**src/clock_routing_pkg.sv**
```systemverilog
// Purpose: shared constants and types for the clock input routing block
// Assumes: 32-bit APB, one aligned word per register, byte address = 4 x index
// Notes: only the bits that steer routing and power carry meaning here
package clock_routing_pkg;

    // apb address width covers the highest byte address (4 x 0x233)
    localparam int ADDR_W = 12;
    localparam int DATA_W = 32;
    localparam int BYTE_W = 8;

    // register indices, byte address is four times the index
    localparam logic [9:0] IDX_PLL_POWER_POLARITY = 10'h010;
    localparam logic [9:0] IDX_PREDIV_RATIO = 10'h1e0;
    localparam logic [9:0] IDX_SOURCE_ROUTING = 10'h1e1;
    localparam logic [9:0] IDX_UPDATE_TRIGGER = 10'h232;
    localparam logic [9:0] IDX_ACTIVE_STATUS = 10'h233;

    // field positions
    localparam int PLL_POWER_LSB = 0;
    localparam int PLL_POWER_MSB = 1;
    localparam int PFD_POLARITY_BIT = 7;
    localparam int PREDIV_SEL_LSB = 0;
    localparam int PREDIV_SEL_MSB = 2;
    localparam int BYPASS_BIT = 0;
    localparam int SOURCE_BIT = 1;
    localparam int UPDATE_BIT = 0;

    // field encodings
    localparam logic [1:0] PLL_POWER_NORMAL = 2'h0;
    localparam logic [1:0] PLL_POWER_ASYNC_DOWN = 2'h1;
    localparam logic [2:0] PREDIV_SEL_MAX = 3'h4;
    localparam logic [2:0] PREDIV_RATIO_MIN = 3'h2;
    localparam logic [2:0] PREDIV_RATIO_MAX = 3'h6;

    // reset values of the staged and active bytes
    localparam logic [7:0] RST_PLL_POWER_POLARITY = 8'h01;
    localparam logic [7:0] RST_PREDIV_RATIO = 8'h02;
    localparam logic [7:0] RST_SOURCE_ROUTING = 8'h00;

    // one set of routing and power bytes, staged or active
    typedef struct packed {
        logic [7:0] pll_power_polarity;
        logic [7:0] prediv_ratio;
        logic [7:0] source_routing;
    } config_type;

    localparam config_type CONFIG_RESET = '{
        pll_power_polarity: RST_PLL_POWER_POLARITY,
        prediv_ratio: RST_PREDIV_RATIO,
        source_routing: RST_SOURCE_ROUTING
    };

endpackage

```
**src/clock_input_routing_config.sv**
```systemverilog
// Purpose: staged and active routing, pre-divider and pll power configuration behind apb
// Assumes: apb master on pclk, zero wait state answers, presetn asynchronous active low
// Notes: staged values reach the outputs only on an update write
//
// Operation
// - reset: pll off, external input through pre-divider
// - pll power field 01 down, 00 running
// - pre-divider select resets to 010, ratio four
// - pre-divider ratios two to six only
// - routing bits reset to external, pre-divider path
// - pll on with external: oscillator off, prescaler fed
// - update write applies programmed values
// - polarity bit: zero positive, one negative
// - reset restores defaults; rewriting defaults also works
// - bypass bit one skips the pre-divider
// - source bit one selects internal oscillator
//
// The APB register port was chosen for this implementation.
`timescale 1ns/1ps

module clock_input_routing_config
    import clock_routing_pkg::*;
(
    input wire logic pclk,
    input wire logic presetn,
    input wire logic psel,
    input wire logic penable,
    input wire logic pwrite,
    input wire logic [ADDR_W-1:0] paddr,
    input wire logic [DATA_W-1:0] pwdata,
    input wire logic [3:0] pstrb,
    output logic pready,
    output logic [DATA_W-1:0] prdata,
    output logic pslverr,
    output logic [1:0] pll_power_mode,
    output logic pll_enable,
    output logic pfd_polarity_negative,
    output logic [2:0] predivider_ratio,
    output logic predivider_bypass,
    output logic source_internal_osc,
    output logic internal_osc_enable,
    output logic prescaler_external_feed,
    output logic update_applied
);

    ////////////////////////////////////////////////////////////////////////
    // helper functions

    // byte address of a register index
    function automatic logic [ADDR_W-1:0] byte_addr(input logic [9:0] idx);
        byte_addr = {idx, 2'h0};
    endfunction

    // pre-divider select code to ratio, out-of-range codes clamp to six
    function automatic logic [2:0] ratio_of(input logic [2:0] sel);
        logic [2:0] r;
        r = PREDIV_RATIO_MAX;
        if (sel <= PREDIV_SEL_MAX)
        begin
            r = sel + PREDIV_RATIO_MIN;
        end
        ratio_of = r;
    endfunction

    // byte lane write merge, only the low lane holds data
    function automatic logic [7:0] merge_low(input logic [7:0] old_val, input logic [DATA_W-1:0] wd,
                                             input logic [3:0] strb);
        merge_low = strb[0] ? wd[7:0] : old_val;
    endfunction

    ////////////////////////////////////////////////////////////////////////
    // state

    // staged bytes that software programs
    config_type staged_reg;
    config_type staged_next;
    // active bytes that steer the outputs
    config_type active_reg;
    config_type active_next;
    // apb answer registers
    logic pready_reg;
    logic pready_next;
    logic [DATA_W-1:0] prdata_reg;
    logic [DATA_W-1:0] prdata_next;
    logic pslverr_reg;
    logic pslverr_next;
    // decoded output registers
    logic [1:0] pll_power_mode_reg;
    logic [1:0] pll_power_mode_next;
    logic pll_enable_reg;
    logic pll_enable_next;
    logic pfd_neg_reg;
    logic pfd_neg_next;
    logic [2:0] ratio_reg;
    logic [2:0] ratio_next;
    logic bypass_reg;
    logic bypass_next;
    logic src_int_reg;
    logic src_int_next;
    logic osc_en_reg;
    logic osc_en_next;
    logic presc_ext_reg;
    logic presc_ext_next;
    logic update_reg;
    logic update_next;

    // bus decode terms
    logic setup_phase; // first cycle of a transfer
    logic write_commit; // write takes effect this edge
    logic addr_hit; // address maps to a register
    logic update_write; // update trigger written with bit zero set

    ////////////////////////////////////////////////////////////////////////
    // bus decode

    always_comb
    begin
        setup_phase = psel && !penable;
        write_commit = psel && penable && pready_reg && pwrite;
        // mapped addresses only
        addr_hit = (paddr == byte_addr(IDX_PLL_POWER_POLARITY)) ||
                   (paddr == byte_addr(IDX_PREDIV_RATIO)) ||
                   (paddr == byte_addr(IDX_SOURCE_ROUTING)) ||
                   (paddr == byte_addr(IDX_UPDATE_TRIGGER)) ||
                   (paddr == byte_addr(IDX_ACTIVE_STATUS));
        // update write detected at the committing edge
        update_write = write_commit && pstrb[0] && pwdata[UPDATE_BIT] &&
                       (paddr == byte_addr(IDX_UPDATE_TRIGGER));
    end

    ////////////////////////////////////////////////////////////////////////
    // apb answer: ready, read data and error one cycle after setup

    always_comb
    begin
        pready_next = setup_phase; // high through the single access cycle
        pslverr_next = setup_phase && !addr_hit;
        prdata_next = '0;
        if (setup_phase && !pwrite)
        begin
            // read mux, byte registers read zero above bit 7, status reads zero above bit 23
            if (paddr == byte_addr(IDX_PLL_POWER_POLARITY))
            begin
                prdata_next[BYTE_W-1:0] = staged_reg.pll_power_polarity;
            end
            else if (paddr == byte_addr(IDX_PREDIV_RATIO))
            begin
                prdata_next[BYTE_W-1:0] = staged_reg.prediv_ratio;
            end
            else if (paddr == byte_addr(IDX_SOURCE_ROUTING))
            begin
                prdata_next[BYTE_W-1:0] = staged_reg.source_routing;
            end
            else if (paddr == byte_addr(IDX_ACTIVE_STATUS))
            begin
                // live state: active power, ratio and routing
                prdata_next[$bits(config_type)-1:0] = active_reg;
            end
            else
            begin
                // update trigger and unmapped read as zero
                prdata_next = '0;
            end
        end
    end

    ////////////////////////////////////////////////////////////////////////
    // staged registers: software writes land here first

    always_comb
    begin
        staged_next = staged_reg;
        if (write_commit)
        begin
            if (paddr == byte_addr(IDX_PLL_POWER_POLARITY))
            begin
                // power field and polarity bit held until update
                staged_next.pll_power_polarity = merge_low(staged_reg.pll_power_polarity, pwdata, pstrb);
            end
            else if (paddr == byte_addr(IDX_PREDIV_RATIO))
            begin
                staged_next.prediv_ratio = merge_low(staged_reg.prediv_ratio, pwdata, pstrb);
            end
            else if (paddr == byte_addr(IDX_SOURCE_ROUTING))
            begin
                // rewriting the default bytes restores default routing
                staged_next.source_routing = merge_low(staged_reg.source_routing, pwdata, pstrb);
            end
            else
            begin
                // other addresses leave the staged set alone
                staged_next = staged_reg;
            end
        end
    end

    ////////////////////////////////////////////////////////////////////////
    // active registers: whole staged set copied at once on update

    always_comb
    begin
        active_next = active_reg;
        update_next = 1'b0;
        if (update_write)
        begin
            active_next = staged_reg;
            update_next = 1'b1;
        end
    end

    ////////////////////////////////////////////////////////////////////////
    // output decode from the next active set, so outputs leave flops

    always_comb
    begin
        pll_power_mode_next = active_next.pll_power_polarity[PLL_POWER_MSB:PLL_POWER_LSB];
        // only 00 runs the pll, 01 and other codes keep it down
        pll_enable_next = (pll_power_mode_next == PLL_POWER_NORMAL);
        pfd_neg_next = active_next.pll_power_polarity[PFD_POLARITY_BIT];
        ratio_next = ratio_of(active_next.prediv_ratio[PREDIV_SEL_MSB:PREDIV_SEL_LSB]);
        bypass_next = active_next.source_routing[BYPASS_BIT];
        src_int_next = active_next.source_routing[SOURCE_BIT];
        // external source: internal oscillator stays off
        osc_en_next = src_int_next;
        // pll running on external input feeds the prescaler directly
        presc_ext_next = pll_enable_next && !src_int_next;
    end

    ////////////////////////////////////////////////////////////////////////
    // registers; reset restores the distribution-only defaults

    always_ff @(posedge pclk or negedge presetn)
    begin
        if (!presetn)
        begin
            staged_reg <= CONFIG_RESET;
            active_reg <= CONFIG_RESET;
            pready_reg <= 1'b0;
            prdata_reg <= '0;
            pslverr_reg <= 1'b0;
            pll_power_mode_reg <= PLL_POWER_ASYNC_DOWN;
            pll_enable_reg <= 1'b0;
            pfd_neg_reg <= 1'b0;
            ratio_reg <= ratio_of(RST_PREDIV_RATIO[PREDIV_SEL_MSB:PREDIV_SEL_LSB]);
            bypass_reg <= 1'b0;
            src_int_reg <= 1'b0;
            osc_en_reg <= 1'b0;
            presc_ext_reg <= 1'b0;
            update_reg <= 1'b0;
        end
        else
        begin
            staged_reg <= staged_next;
            active_reg <= active_next;
            pready_reg <= pready_next;
            prdata_reg <= prdata_next;
            pslverr_reg <= pslverr_next;
            pll_power_mode_reg <= pll_power_mode_next;
            pll_enable_reg <= pll_enable_next;
            pfd_neg_reg <= pfd_neg_next;
            ratio_reg <= ratio_next;
            bypass_reg <= bypass_next;
            src_int_reg <= src_int_next;
            osc_en_reg <= osc_en_next;
            presc_ext_reg <= presc_ext_next;
            update_reg <= update_next;
        end
    end

    ////////////////////////////////////////////////////////////////////////
    // output wiring, every output straight from a flop

    assign pready = pready_reg;
    assign prdata = prdata_reg;
    assign pslverr = pslverr_reg;
    assign pll_power_mode = pll_power_mode_reg;
    assign pll_enable = pll_enable_reg;
    assign pfd_polarity_negative = pfd_neg_reg;
    assign predivider_ratio = ratio_reg;
    assign predivider_bypass = bypass_reg;
    assign source_internal_osc = src_int_reg;
    assign internal_osc_enable = osc_en_reg;
    assign prescaler_external_feed = presc_ext_reg;
    assign update_applied = update_reg;

endmodule

```
**config.mk**
```make
export PLATFORM = sky130hd
export DESIGN_NAME = clock_input_routing_config
export DESIGN_NICKNAME = d
export VERILOG_FILES = /design/src/clock_routing_pkg.sv /design/src/clock_input_routing_config.sv
export SDC_FILE = /design/constraint.sdc
export NUM_CORES = 1
export LEC_CHECK = 0
export ABC_CLOCK_PERIOD_IN_PS = 3200
export BUFFER_PORTS_ARGS = -buffer_cell sky130_fd_sc_hd__clkbuf_2
export CAP_MARGIN = 20
export CORE_MARGIN = 3
export CORE_UTILIZATION = 50
export DETAILED_ROUTE_END_ITERATION = 10
export GPL_ROUTABILITY_DRIVEN = 0
export PLACE_DENSITY = 0.81
export SLEW_MARGIN = 25
export SYNTH_ARGS = -nofsm -noshare
export SYNTH_HDL_FRONTEND = slang
export SYNTH_SLANG_ARGS = --single-unit
```
**constraint.sdc**
```tcl
create_clock -name pclk -period 3.2 [get_ports pclk]
set_clock_uncertainty 0.05 [all_clocks]
set_input_delay 0.32 -clock pclk [delete_from_list [all_inputs] [get_ports pclk]]
set_output_delay 0.32 -clock pclk [all_outputs]
set_load 0.05 [all_outputs]
```
Word level (Yosys, flattened, before mapping)
Index checks and enable logic that the tools add are counted.

Output and inout port bits: 46. Register bits: 93. Word-level logic and storage cells: 62. Input port bits: 53.

Equality and inequality tests: 5. Mux-type cells: 11. Reductions and logical operators: 22. Add/sub/neg operators: 1. Magnitude comparators: 1. Bitwise logic cells: 2.

Operators by type and width (number): 24-bit 2-to-1 mux (3); 16-bit 2-to-1 mux (2); 32-bit 2-to-1 mux (1); 12-bit by 11-bit equality test with 1-bit output (second input constant) (2); 12-bit equality test (second input constant) (2); 8-bit 2-to-1 mux (3); 12-bit by 7-bit equality test with 1-bit output (second input constant) (1); 1-bit logical AND (10); 5-bit AND reduction (1); 1-bit logical NOT (4); 1-bit logical OR (4); 4-bit AND reduction (1); 3-bit by 2-bit adder with 3-bit output (second input constant) (1); 3-bit less-or-equal comparator (second input constant) (1); 3-bit 2-to-1 mux (1); 3-bit AND reduction (1); 2-bit logical NOT (1); 1-bit inverter (2); 1-bit 2-to-1 mux (1).

Logic depth before layout (Yosys ltp)
Gate-level depths: netlist of the first run.

Word-level depth: 9. Mapped depth: 7. Depth with buffers taken out: 4.

Worst setup path after synthesis of the first run
Ideal clock, no wire load.

Path type: input-to-reg. Start point: input paddr[8]. End point: register active_reg[10] (netlist name). Arrival time: 2067 ps. Setup time: 125 ps. Slack: 958 ps. Stages on the path: 7. Path buffers: 3. Data required time: 3025 ps. Cells stage by stage: or4b_1 -> buf_6 -> nor3_4 -> and4b_4 -> buf_12 -> buf_12 -> mux2_4.

RTL lines: from (decl) (RTL line clock_input_routing_config.sv:29) `input wire logic [ADDR_W-1:0] paddr,`; to (signal assigned) (RTL line clock_input_routing_config.sv:254) `active_reg <= active_next;`; to (decl) (RTL line clock_input_routing_config.sv:78) `config_type active_reg;`.

Worst setup path in the final report of the first run
Start point: input paddr[8]. End point: register presc_ext_reg (netlist: prescaler_external_feed).

Cells in the longest elaborated chain, start to end: 5. Elaborated cells on any way between the ends: 6. Classes of those cells: 1 x eq/ne; 1 x mux; 4 x reduce/logical.

RTL lines: 12-bit equality test * (RTL line clock_input_routing_config.sv:128) `(paddr == byte_addr(IDX_UPDATE_TRIGGER));`; 1-bit logical AND * (RTL line clock_input_routing_config.sv:127) `update_write = write_commit && pstrb[0] && pwdata[UPDATE_BIT] &&`; 24-bit 2-to-1 mux * (RTL line clock_input_routing_config.sv:204) `if (update_write)`; 2-bit logical NOT or 1-bit logical NOT (tied branches) (RTL line clock_input_routing_config.sv:218, clock_input_routing_config.sv:226); 1-bit logical AND * (RTL line clock_input_routing_config.sv:226) `presc_ext_next = pll_enable_next && !src_int_next;`; named net presc_ext_next (RTL line clock_input_routing_config.sv:103) `logic presc_ext_next;`; to (signal assigned) (RTL line clock_input_routing_config.sv:265) `presc_ext_reg <= presc_ext_next;`; to (decl) (RTL line clock_input_routing_config.sv:102) `logic presc_ext_reg;`.

Mark *: on every way through the listed nets, which the timed path passes. The rest lies on a longest branch. A chain may end at the register's enable or synchronous reset.

==> results of run 1 <==
-- Yosys cell counts, drive strengths merged --
cell type  number
a21oi           4
a221oi          1
a31oi           3
and2           18
and3            2
and3b           1
and4            1
and4b           3
buf            17
clkbuf          5
conb            1
dfrtp          75
dfstp           5
inv             1
mux2           50
mux2i           3
nand2           7
nand2b          2
nand3          14
nand4           1
nor2            7
nor2b           4
nor3            6
nor4            1
o21ai           2
o221ai          7
o32a            5
o32ai           1
or2             1
or4             1
or4b            2
-- placed cells by master (no fill, tap or decap), drive strengths merged, types with 3 or more instances in the layout --
| cell | n |
|---|---|
| a21oi | 4 |
| a31oi | 3 |
| and2 | 18 |
| and4b | 3 |
| buf | 5 |
| clkbuf | 74 |
| conb | 8 |
| dfrtp | 75 |
| dfstp | 5 |
| mux2 | 50 |
| mux2i | 3 |
| nand2 | 7 |
| nand3 | 14 |
| nor2 | 7 |
| nor2b | 4 |
| nor3 | 6 |
| o221ai | 7 |
| o32a | 5 |
-- final cells by class --
type	count	area, sq um	share of cell area
clock inverters	4	26.3	0.00671
multi-input cells	155	1250	0.320
clock buffers	12	165	0.0422
flip-flops and latches	80	2010	0.513
well taps	77	96.3	0.0246
repair buffers	68	362	0.0923
inverters	1	3.75	0.000958
-- through the flow --
stage | utilization | instances | hold WS [ps]
4_1_cts | 0.601 | 396 | 102
2_1_floorplan | - | 258 | -25.6
6_report | 0.603 | 397 | 123
3_5_place_dp | 0.571 | 380 | 418
5_1_grt | 0.603 | 397 | 109
3_3_place_gp | 0.571 | 380 | 411
-- layer usage --
metal,vias to the layer above,GRT usage
li1,1021,-
met1,1104,0.240
met2,70,0.286
met3,17,0.0531
met4,0,0.0810
met5,-,0
-- logic make-up (layout without fill, tap and decap cells) --
family                 count (synthesis)  count (layout)  share of synthesized area
buffers and inverters                 23              85                     0.0510
AND/OR/NAND/NOR                       71              71                      0.125
flip-flops                            80              80                      0.589
AO/OA/AOI/OAI                         23              23                     0.0521
multiplexers                          53              53                      0.182
other                                  1               8                    0.00110
-- critical path, cell delays in order --
cell and delay (ps):
clkbuf_2 80, or4b_1 730, nor3_4 290, and4b_4 620, mux2_2 400
-- timing repair --
action / 4_1_cts / 5_1_grt
setup buffers: 0 / 0
hold buffers: 0 / 1
resized for setup: 0 / 0
hold endpoints to repair: 0 / 16
endpoints found under the setup margin: 0 / 0
-- how the worst min path moves through the flow --
stage | to | cells past startpoint
after CTS | prdata[10] | 1
after floorplan | active_reg[0] | 0
after global placement | prdata[12] | 1
after global routing | pready | 2
after detailed placement | prdata[22] | 1
final | pready | 2
-- power groups by stage --
stage               Sequential, mW  Clock, mW  Combinational (mW)
floorplan                     1.04          0              0.0428
CTS                           1.01      0.710              0.0875
global route                  1.01      0.756              0.0975
finish                        1.01      0.694              0.0886
detailed placement            1.03          0              0.0874
global placement              1.03          0              0.0857
==> metrics.txt, run 1 <==
width of the die 88.6 um; post-route cell area 3920 sq um; worst skew pair latency 350 ps; internal power 1.38 mW; reg2reg start pready; synthesized area 3410 sq um; final wirelength 6.58 mm; # rows 29; Starting DRT DRC Count 119; fin. max-slew vios 0; Leak 1.94 nW; final setup violation count 0; fin crit share 0.711; WL met1 3.00 mm; I/O pins 99; Slew HR 0.534; Detail Route Antenna Nets 0; CTS tree done; post-synthesis sequential area ratio 0.589; RSZ-0062 raised after global routing no; # port buffers 63; post-DP HPWL 4.47 mm; MaxCap Viol Count 0; Root Buffer clkbuf_8; Power Density 458 nW/um^2; wire length on met3 320 um; reg-to-reg slack, setup 1310 ps; vias per cell 5.57; Area Growth Syn to Fin 14.8%; Sequential Power Share 0.564; Unique masters post-synth 38; worst-case vdd ir drop 190 uV; GRT Residual Overflow 0; # H-tree levels 3; FF-to-FF path depth 4; ranking of synthesized cells by area dfrtp_1 (55%), mux2_2 (14%), dfstp_2 (3.9%); register bit total from synthesis 80; DR WL/cell 16.6 um; Die Span Y 88.6 um; crit-path max FO 29; FILL cells 504; cell taking the most area after synthesis dfrtp_1; Worst-path clk slew 70 ps; P_sw 0.417 mW; met2 routed WL 3.11 mm; Sw Share 0.232; worst setup path start paddr[8]; CTS buffer count 9; WP data arrival 2450 ps; yosys warns 0; dpl ws 579 ps; antenna violations before repair 0; fin nets 368; Comb pwr share 0.049; Post-Syn Instances 251; die area 7850 sq um; final hold vios 0; vias in the first global route 2,223; Tot GR Track Use 0.184; share of layout cells above drive strength 1 0.444; n_diodes 0; clock buffer depth 2; Hold Crit Start penable; crit end category flip-flop; DR vias 2,212; DRT Pass-1 Iters 4; Clk pwr share 0.387; first-pass GRT wire length 10.8 mm; core footprint 6490 sq um; worst r2r dst prescaler_external_feed; share of the synthesized area in the top cell type 0.550; Mean Syn Cell Area 13.6 sq um; crit start category input port; Power, Total 1.79 mW; largest net degree at the start of global routing 81; Crit Path Class input port to flip-flop; Max Used Layer met4; end of the critical path prescaler_external_feed; Setup TNS Final 0 ps; hold crit path type input port to flip-flop; drt drc 0; post-place instance area 3710 sq um; maximum clock frequency 0.440 GHz; Worst Max-Slew Pin Slew 695 ps; min cycle time layout 2280 ps; outcome finished, final reports clean; final setup margin 925 ps; clock net sink count 80; Starting Density 0.525; worst path required time 3380 ps
(Power assumes the default switching activity.)
==> inputs of run 2 (changes only) <==
--- a/config.mk
+++ b/config.mk
@@ -5,7 +5,8 @@
 export SDC_FILE = /design/constraint.sdc
 export NUM_CORES = 1
 export LEC_CHECK = 0
-export ABC_CLOCK_PERIOD_IN_PS = 3200
+export ABC_AREA = 1
+export ABC_CLOCK_PERIOD_IN_PS = 2250
 export BUFFER_PORTS_ARGS = -buffer_cell sky130_fd_sc_hd__clkbuf_2
 export CAP_MARGIN = 20
 export CORE_MARGIN = 3
==> constraint.sdc (replaced) <==
create_clock -name pclk -period 2.25 [get_ports pclk]
set_clock_uncertainty 0.05 [all_clocks]
set_input_delay 0.225 -clock pclk [delete_from_list [all_inputs] [get_ports pclk]]
set_output_delay 0.225 -clock pclk [all_outputs]
set_load 0.05 [all_outputs]
==> metrics.txt, run 2 <==
# port buffers 63 (unchanged); # H-tree levels 3 (unchanged); # rows 30 (+3.4%); internal power 1.93 mW (+40%); antenna violations before repair 0 (unchanged); Post-Syn Instances 395 (+57%); worst-path cell chain nand3_2, nor3_4, nand3_4, buf_4, nand2_1, o21ai_0; dominant cell by count in the synthesized netlist nand2_1; final setup margin 616 ps (-309 ps); reg-to-reg slack, setup 620 ps (-690 ps); clock net sink count 80 (unchanged); maximum clock frequency 0.612 GHz; clock buffer depth 2 (unchanged); MaxCap Viol Count 0 (unchanged); commonest non-fill, non-tap cell in the layout nand2_1; Async S/R FF share, synth 1.00 (unchanged); largest net degree at the start of global routing 81 (unchanged); fin. max-slew vios 0 (unchanged); P_sw 0.603 mW (+45%); slowest CP cell dfrtp_1; worst path required time 2420 ps (-960 ps); Setup TNS Final 0 ps (unchanged); WP data arrival 1810 ps (-640 ps); CTS tree done; outcome finished, final reports clean; DRT Pass-1 Iters 5 (+1); Synth Flop Type dfrtp_1; DR WL/cell 12.2 um (-26%); most frequent cells in the layout nand2_1 (81), dfrtp_1 (75), inv_1 (63); Power, Total 2.54 mW (+41%); core footprint 6870 sq um (+5.8%); Die Span Y 90.7 um (+2.3%); worst-case vdd ir drop 253 uV (+33%); vias in the first global route 2,532 (+14%); share of layout cells above drive strength 1 0.260 (-0.184); first-pass GRT wire length 11.5 mm (+6.9%); final setup violation count 0 (unchanged); Sequential Power Share 0.568 (+0.004); yosys warns 0 (unchanged); Comb pwr share 0.056 (+0.007); met1 Use GR 0.222 (-0.0180); Root Buffer clkbuf_8; register bit total from synthesis 80 (unchanged); worst skew pair latency 350 ps (about the same); GRT met2 Usage 0.284 (-0.00207); GRT Max-Usage Layer met2; CTS buffer count 9 (unchanged); Slowest Stage Delay on Critical Path 360 ps (-370 ps); cell taking the most area after synthesis dfrtp_1; ranking of synthesized cells by area dfrtp_1 (52%), nand2_1 (8.5%), inv_1 (6.6%); Hold Crit Start pwdata[1]; GRT Residual Overflow 0 (unchanged); RSZ-0062 raised after global routing no; post-DP HPWL 4.90 mm (+9.5%); area of the multi-input gates 1190 sq um (-4.9%); Tot GR Track Use 0.174 (-0.00916); synthesized area 3580 sq um (+5.1%); worst setup path start pready; CP delay by family, top simple AND/OR/NAND/NOR gates; DR vias 2,739 (+24%); final hold vios 0 (unchanged); hold crit path type input port to flip-flop; min cycle time layout 1630 ps; fin nets 513 (+39%); Sw Share 0.238 (+0.00518); hold slack 66.5 ps (-56.2 ps); Clk pwr share 0.376 (-0.011); critical path buffer and inverter count 1 (unchanged); Worst-path clk slew 80 ps (about the same); I/O pins 99 (unchanged); Unique masters post-synth 28 (-26%); vias per cell 4.88 (-12%); n_diodes 0 (unchanged); crit start category flip-flop; reg2reg start pready; fin crit share 0.726; final wirelength 6.86 mm (+4.3%); Mean Syn Cell Area 9.07 sq um (-33%); crit end category flip-flop; Post-synth top cells nand2_1 (81), dfrtp_1 (75), inv_1 (63); die area 8220 sq um (+4.7%); dpl ws 571 ps (-7.43 ps); Power Density 615 nW/um^2 (+34%); Leak 1.98 nW (+2.0%); Starting Density 0.522 (-0.00346); flip-flop and latch area 2010 sq um (unchanged); width of the die 90.7 um (+2.3%); post-synthesis sequential area ratio 0.560 (-0.0284); FILL cells 584 (+16%); Area Growth Syn to Fin 15.2%; Crit Path Class flip-flop to flip-flop; Starting DRT DRC Count 207 (+74%); share of the synthesized area in the top cell type 0.524 (-0.0265); Post-synth EDFFs 0 (unchanged); Setup Buffers After CTS 0 (unchanged); met3 Use GR 0.0375 (-0.0156); drt drc 0 (unchanged); crit-path max FO 36 (+24%); Detail Route Antenna Nets 0 (unchanged)
[run 2: changes by cell type in the layout (fill, tap and decap cells not counted), moves of 8 or more]
cell and change:
and2_1 -18, inv_1 +62, mux2_2 -43, nand2_1 +74
nand4_1 +8, nor2_1 +38, o21ai_0 +21, o21ai_1 +11
o21ai_2 +11
[run 2: worst paths after layout]
path                                  to  cells after the start
setup / recovery           active_reg[7]                      6
hold / removal             staged_reg[9]                      3
setup reg to reg           active_reg[7]                      6
hold reg to reg            staged_reg[0]                      2
max in group asynchronous  staged_reg[9]                      3
min in group asynchronous     prdata[13]                      2
[run 2: per-stage QoR]
step,utilization,instance area (sq um),instances
final,0.601,4130,561
after global routing,0.601,4130,561
after CTS,0.596,4100,559
after detailed placement,0.570,3910,543
after global placement,0.570,3910,543
after floorplan,-,3610,402
[run 2: routing by layer]
layer,vias up,share of wire
met2,113,0.49
li1,1341,-
met3,19,0.062
met1,1266,0.42
met5,-,0
met4,0,0.028
[run 2: area by class of cell]
cell class              count  area share
flip-flops and latches     80       0.487
well taps                  96      0.0291
multi-input cells         235       0.289
clock buffers              12      0.0376
repair buffers             68      0.0898
inverters                  66      0.0606
clock inverters             4     0.00697
[run 2: worst min-delay path, stage by stage]
cell and delay (ps):
clkbuf_2 80, inv_1 90, o21ai_2 70
[run 2: timing repair]
| action | in CTS | in global routing |
|---|---|---|
| hold buffers | 0 | 1 |
| setup endpoints to repair | 0 | 0 |
| gates resized for setup | 0 | 0 |
| hold endpoints to repair | 0 | 36 |
[run 2: power by group through the flow]
stage | Combinational, mW | Sequential [mW] | Clock [mW]
2_1_floorplan | 0.0781 | 1.48 | 0
3_3_place_gp | 0.136 | 1.47 | 0
3_5_place_dp | 0.140 | 1.47 | 0
4_1_cts | 0.140 | 1.44 | 0.968
5_1_grt | 0.159 | 1.44 | 1.04
6_report | 0.143 | 1.44 | 0.954
[run 2: logic make-up (layout without fill, tap and decap cells)]
group / after synthesis / in the layout / synth area share
simple gates: 173 / 173 / 0.238
buf+inv: 87 / 150 / 0.114
flops: 80 / 80 / 0.560
compound gates: 54 / 54 / 0.0869
other cells: 1 / 8 / 0.00105
==> inputs of run 3 (changes only) <==
--- a/config.mk
+++ b/config.mk
@@ -5,15 +5,15 @@
 export SDC_FILE = /design/constraint.sdc
 export NUM_CORES = 1
 export LEC_CHECK = 0
-export ABC_AREA = 1
-export ABC_CLOCK_PERIOD_IN_PS = 2250
+export ABC_AREA = 0
+export ABC_CLOCK_PERIOD_IN_PS = 1500
 export BUFFER_PORTS_ARGS = -buffer_cell sky130_fd_sc_hd__clkbuf_2
 export CAP_MARGIN = 20
 export CORE_MARGIN = 3
-export CORE_UTILIZATION = 50
+export CORE_UTILIZATION = 46
 export DETAILED_ROUTE_END_ITERATION = 10
 export GPL_ROUTABILITY_DRIVEN = 0
-export PLACE_DENSITY = 0.81
+export PLACE_DENSITY = 0.79
 export SLEW_MARGIN = 25
 export SYNTH_ARGS = -nofsm -noshare
 export SYNTH_HDL_FRONTEND = slang
==> constraint.sdc (replaced) <==
create_clock -name pclk -period 1.5 [get_ports pclk]
set_clock_uncertainty 0.05 [all_clocks]
set_input_delay 0.15 -clock pclk [delete_from_list [all_inputs] [get_ports pclk]]
set_output_delay 0.15 -clock pclk [all_outputs]
set_load 0.05 [all_outputs]
==> metrics.txt, run 3 (same netlist as run 1, synthesis figures left out) <==
clock net sink count 80 (unchanged); drt drc 0 (unchanged); vias per cell 5.21 (+6.8%); CTS buffer count 9 (unchanged); worst-path cell chain buf_6, or4b_4, nor3_4, and4b_4, buf_12, mux2_2; DR vias 2,382 (-13%); Worst-path clk slew 80 ps (about the same); final setup violation count 46 (+46); DR WL/cell 16.8 um (+38%); fin. max-slew vios 0 (unchanged); final setup margin -135 ps (-751 ps); met2 routed WL 3.84 mm (+15%); Crit Path Class input port to flip-flop; Final Util 0.669 (+0.0683); I/O pins 99 (unchanged); core footprint 6980 sq um (+1.6%); CTS tree done; critical path buffer and inverter count 2 (+1); width of the die 92.1 um (+1.6%); Slowest Stage Delay on Critical Path 560 ps (+200 ps); MaxCap Viol Count 0 (unchanged); failing checks negative setup slack; flip-flop and latch area 2010 sq um (about the same); crit-path max FO 16 (-56%); first-pass GRT wire length 12.3 mm (+6.6%); FILL cells 493 (-16%); # H-tree levels 3 (unchanged); min cycle time layout 1630 ps; share of layout cells above drive strength 1 0.568 (+0.308); Power Density 927 nW/um^2 (+51%); clock buffer depth 2 (unchanged); # port buffers 63 (unchanged); Root Buffer clkbuf_8; WP data arrival 1820 ps (about the same); hold crit path type input port to flip-flop; Starting Density 0.489 (-0.0331); area of the multi-input gates 1490 sq um (+25%); Tot GR Track Use 0.187 (+0.0124); Max Used Layer met4; Detail Route Antenna Nets 0 (unchanged); fin crit share 1.09; n_diodes 0 (unchanged); GRT Residual Overflow 0 (unchanged); crit start category input port; fin nets 409 (-20%); largest net degree at the start of global routing 37 (-54%); worst skew pair latency 350 ps (about the same); outcome finished, violations left; crit end category flip-flop; RSZ-0062 raised after global routing yes; wire length on met3 366 um (-14%); final wirelength 7.69 mm (+12%); CP delay by family, top simple AND/OR/NAND/NOR gates; WL met1 3.32 mm (+14%); reg-to-reg slack, setup -60 ps (-680 ps); DRT Pass-1 Iters 4 (-1); die area 8480 sq um (+3.2%); worst path required time 1690 ps (-730 ps); worst-case vdd ir drop 497 uV (+97%); slowest CP cell or4b_4; Die Span Y 92.1 um (+1.6%); Setup TNS Final -3810 ps (-3810 ps); maximum clock frequency 0.612 GHz; final hold vios 0 (unchanged); post-DP HPWL 5.26 mm (+7.4%); Leak 2.25 nW (+13%); most frequent cells in the layout dfrtp_1 (74), clkbuf_2 (59), buf_4 (35); commonest non-fill, non-tap cell in the layout dfrtp_1; vias in the first global route 2,422 (-4.3%); Starting DRT DRC Count 109 (-47%); # rows 30 (unchanged); dpl ws -541 ps (-1110 ps); Area Growth Syn to Fin 36.9%; antenna violations before repair 0 (unchanged)
run 3: cell type report:
cell class              instances  share of cell area
clock buffers                  11              0.0303
clock inverters                 5              0.0222
inverters                       1            0.000804
multi-input cells             155               0.319
flip-flops and latches         80               0.430
well taps                      96              0.0257
repair buffers                109               0.172
run 3: power breakdown:
part	switching (mW)	internal, mW	leakage, nW	total (mW)
sequential	0.00130	2.16	1.08	2.16
clock	0.755	1.15	0.124	1.91
combinational	0.167	0.0957	1.04	0.263
run 3: per-stage QoR:
step | power (mW) | cell area (sq um) | hold WS (ps) | instances
finish | 4.33 | 4670 | 25.3 | 457
global route | 4.48 | 4670 | 20.0 | 457
floorplan | 2.31 | 3590 | -196 | 258
CTS | 4.35 | 4580 | 4.06 | 454
global placement | 2.44 | 4190 | 85.4 | 431
detailed placement | 2.44 | 4190 | 92.1 | 431
run 3: final timing paths:
check,startpoint,endpoint,depth (start not counted)
max,paddr[8],active_reg[12],6
min,psel,pready,2
max reg2reg,pready,active_reg[12],5
min reg2reg,active_reg[20],prdata[20],1
max in group asynchronous,presetn,active_reg[14],3
min in group asynchronous,presetn,prdata[9],2
run 3: metal layers:
layer / up-vias / GRT usage
li1: 1095 / -
met1: 1198 / 0.245
met2: 75 / 0.296
met3: 14 / 0.0361
met4: 0 / 0.0953
met5: - / 0
run 3: worst reg2reg max path, cell delays in order, from the launching register on:
cell and delay, ps:
dfrtp_2 370, nand2_1 80, nor2_4 140, and4b_4 290
buf_12 170, mux2_2 350
run 3: what timing repair did:
item	CTS	global route
hold buffers	2	0
resized for setup	17	11
endpoints found under the hold margin	30	0
setup endpoints to repair	51	77
pin swaps	4	8
gates cloned	0	1
buffers inserted	5	3
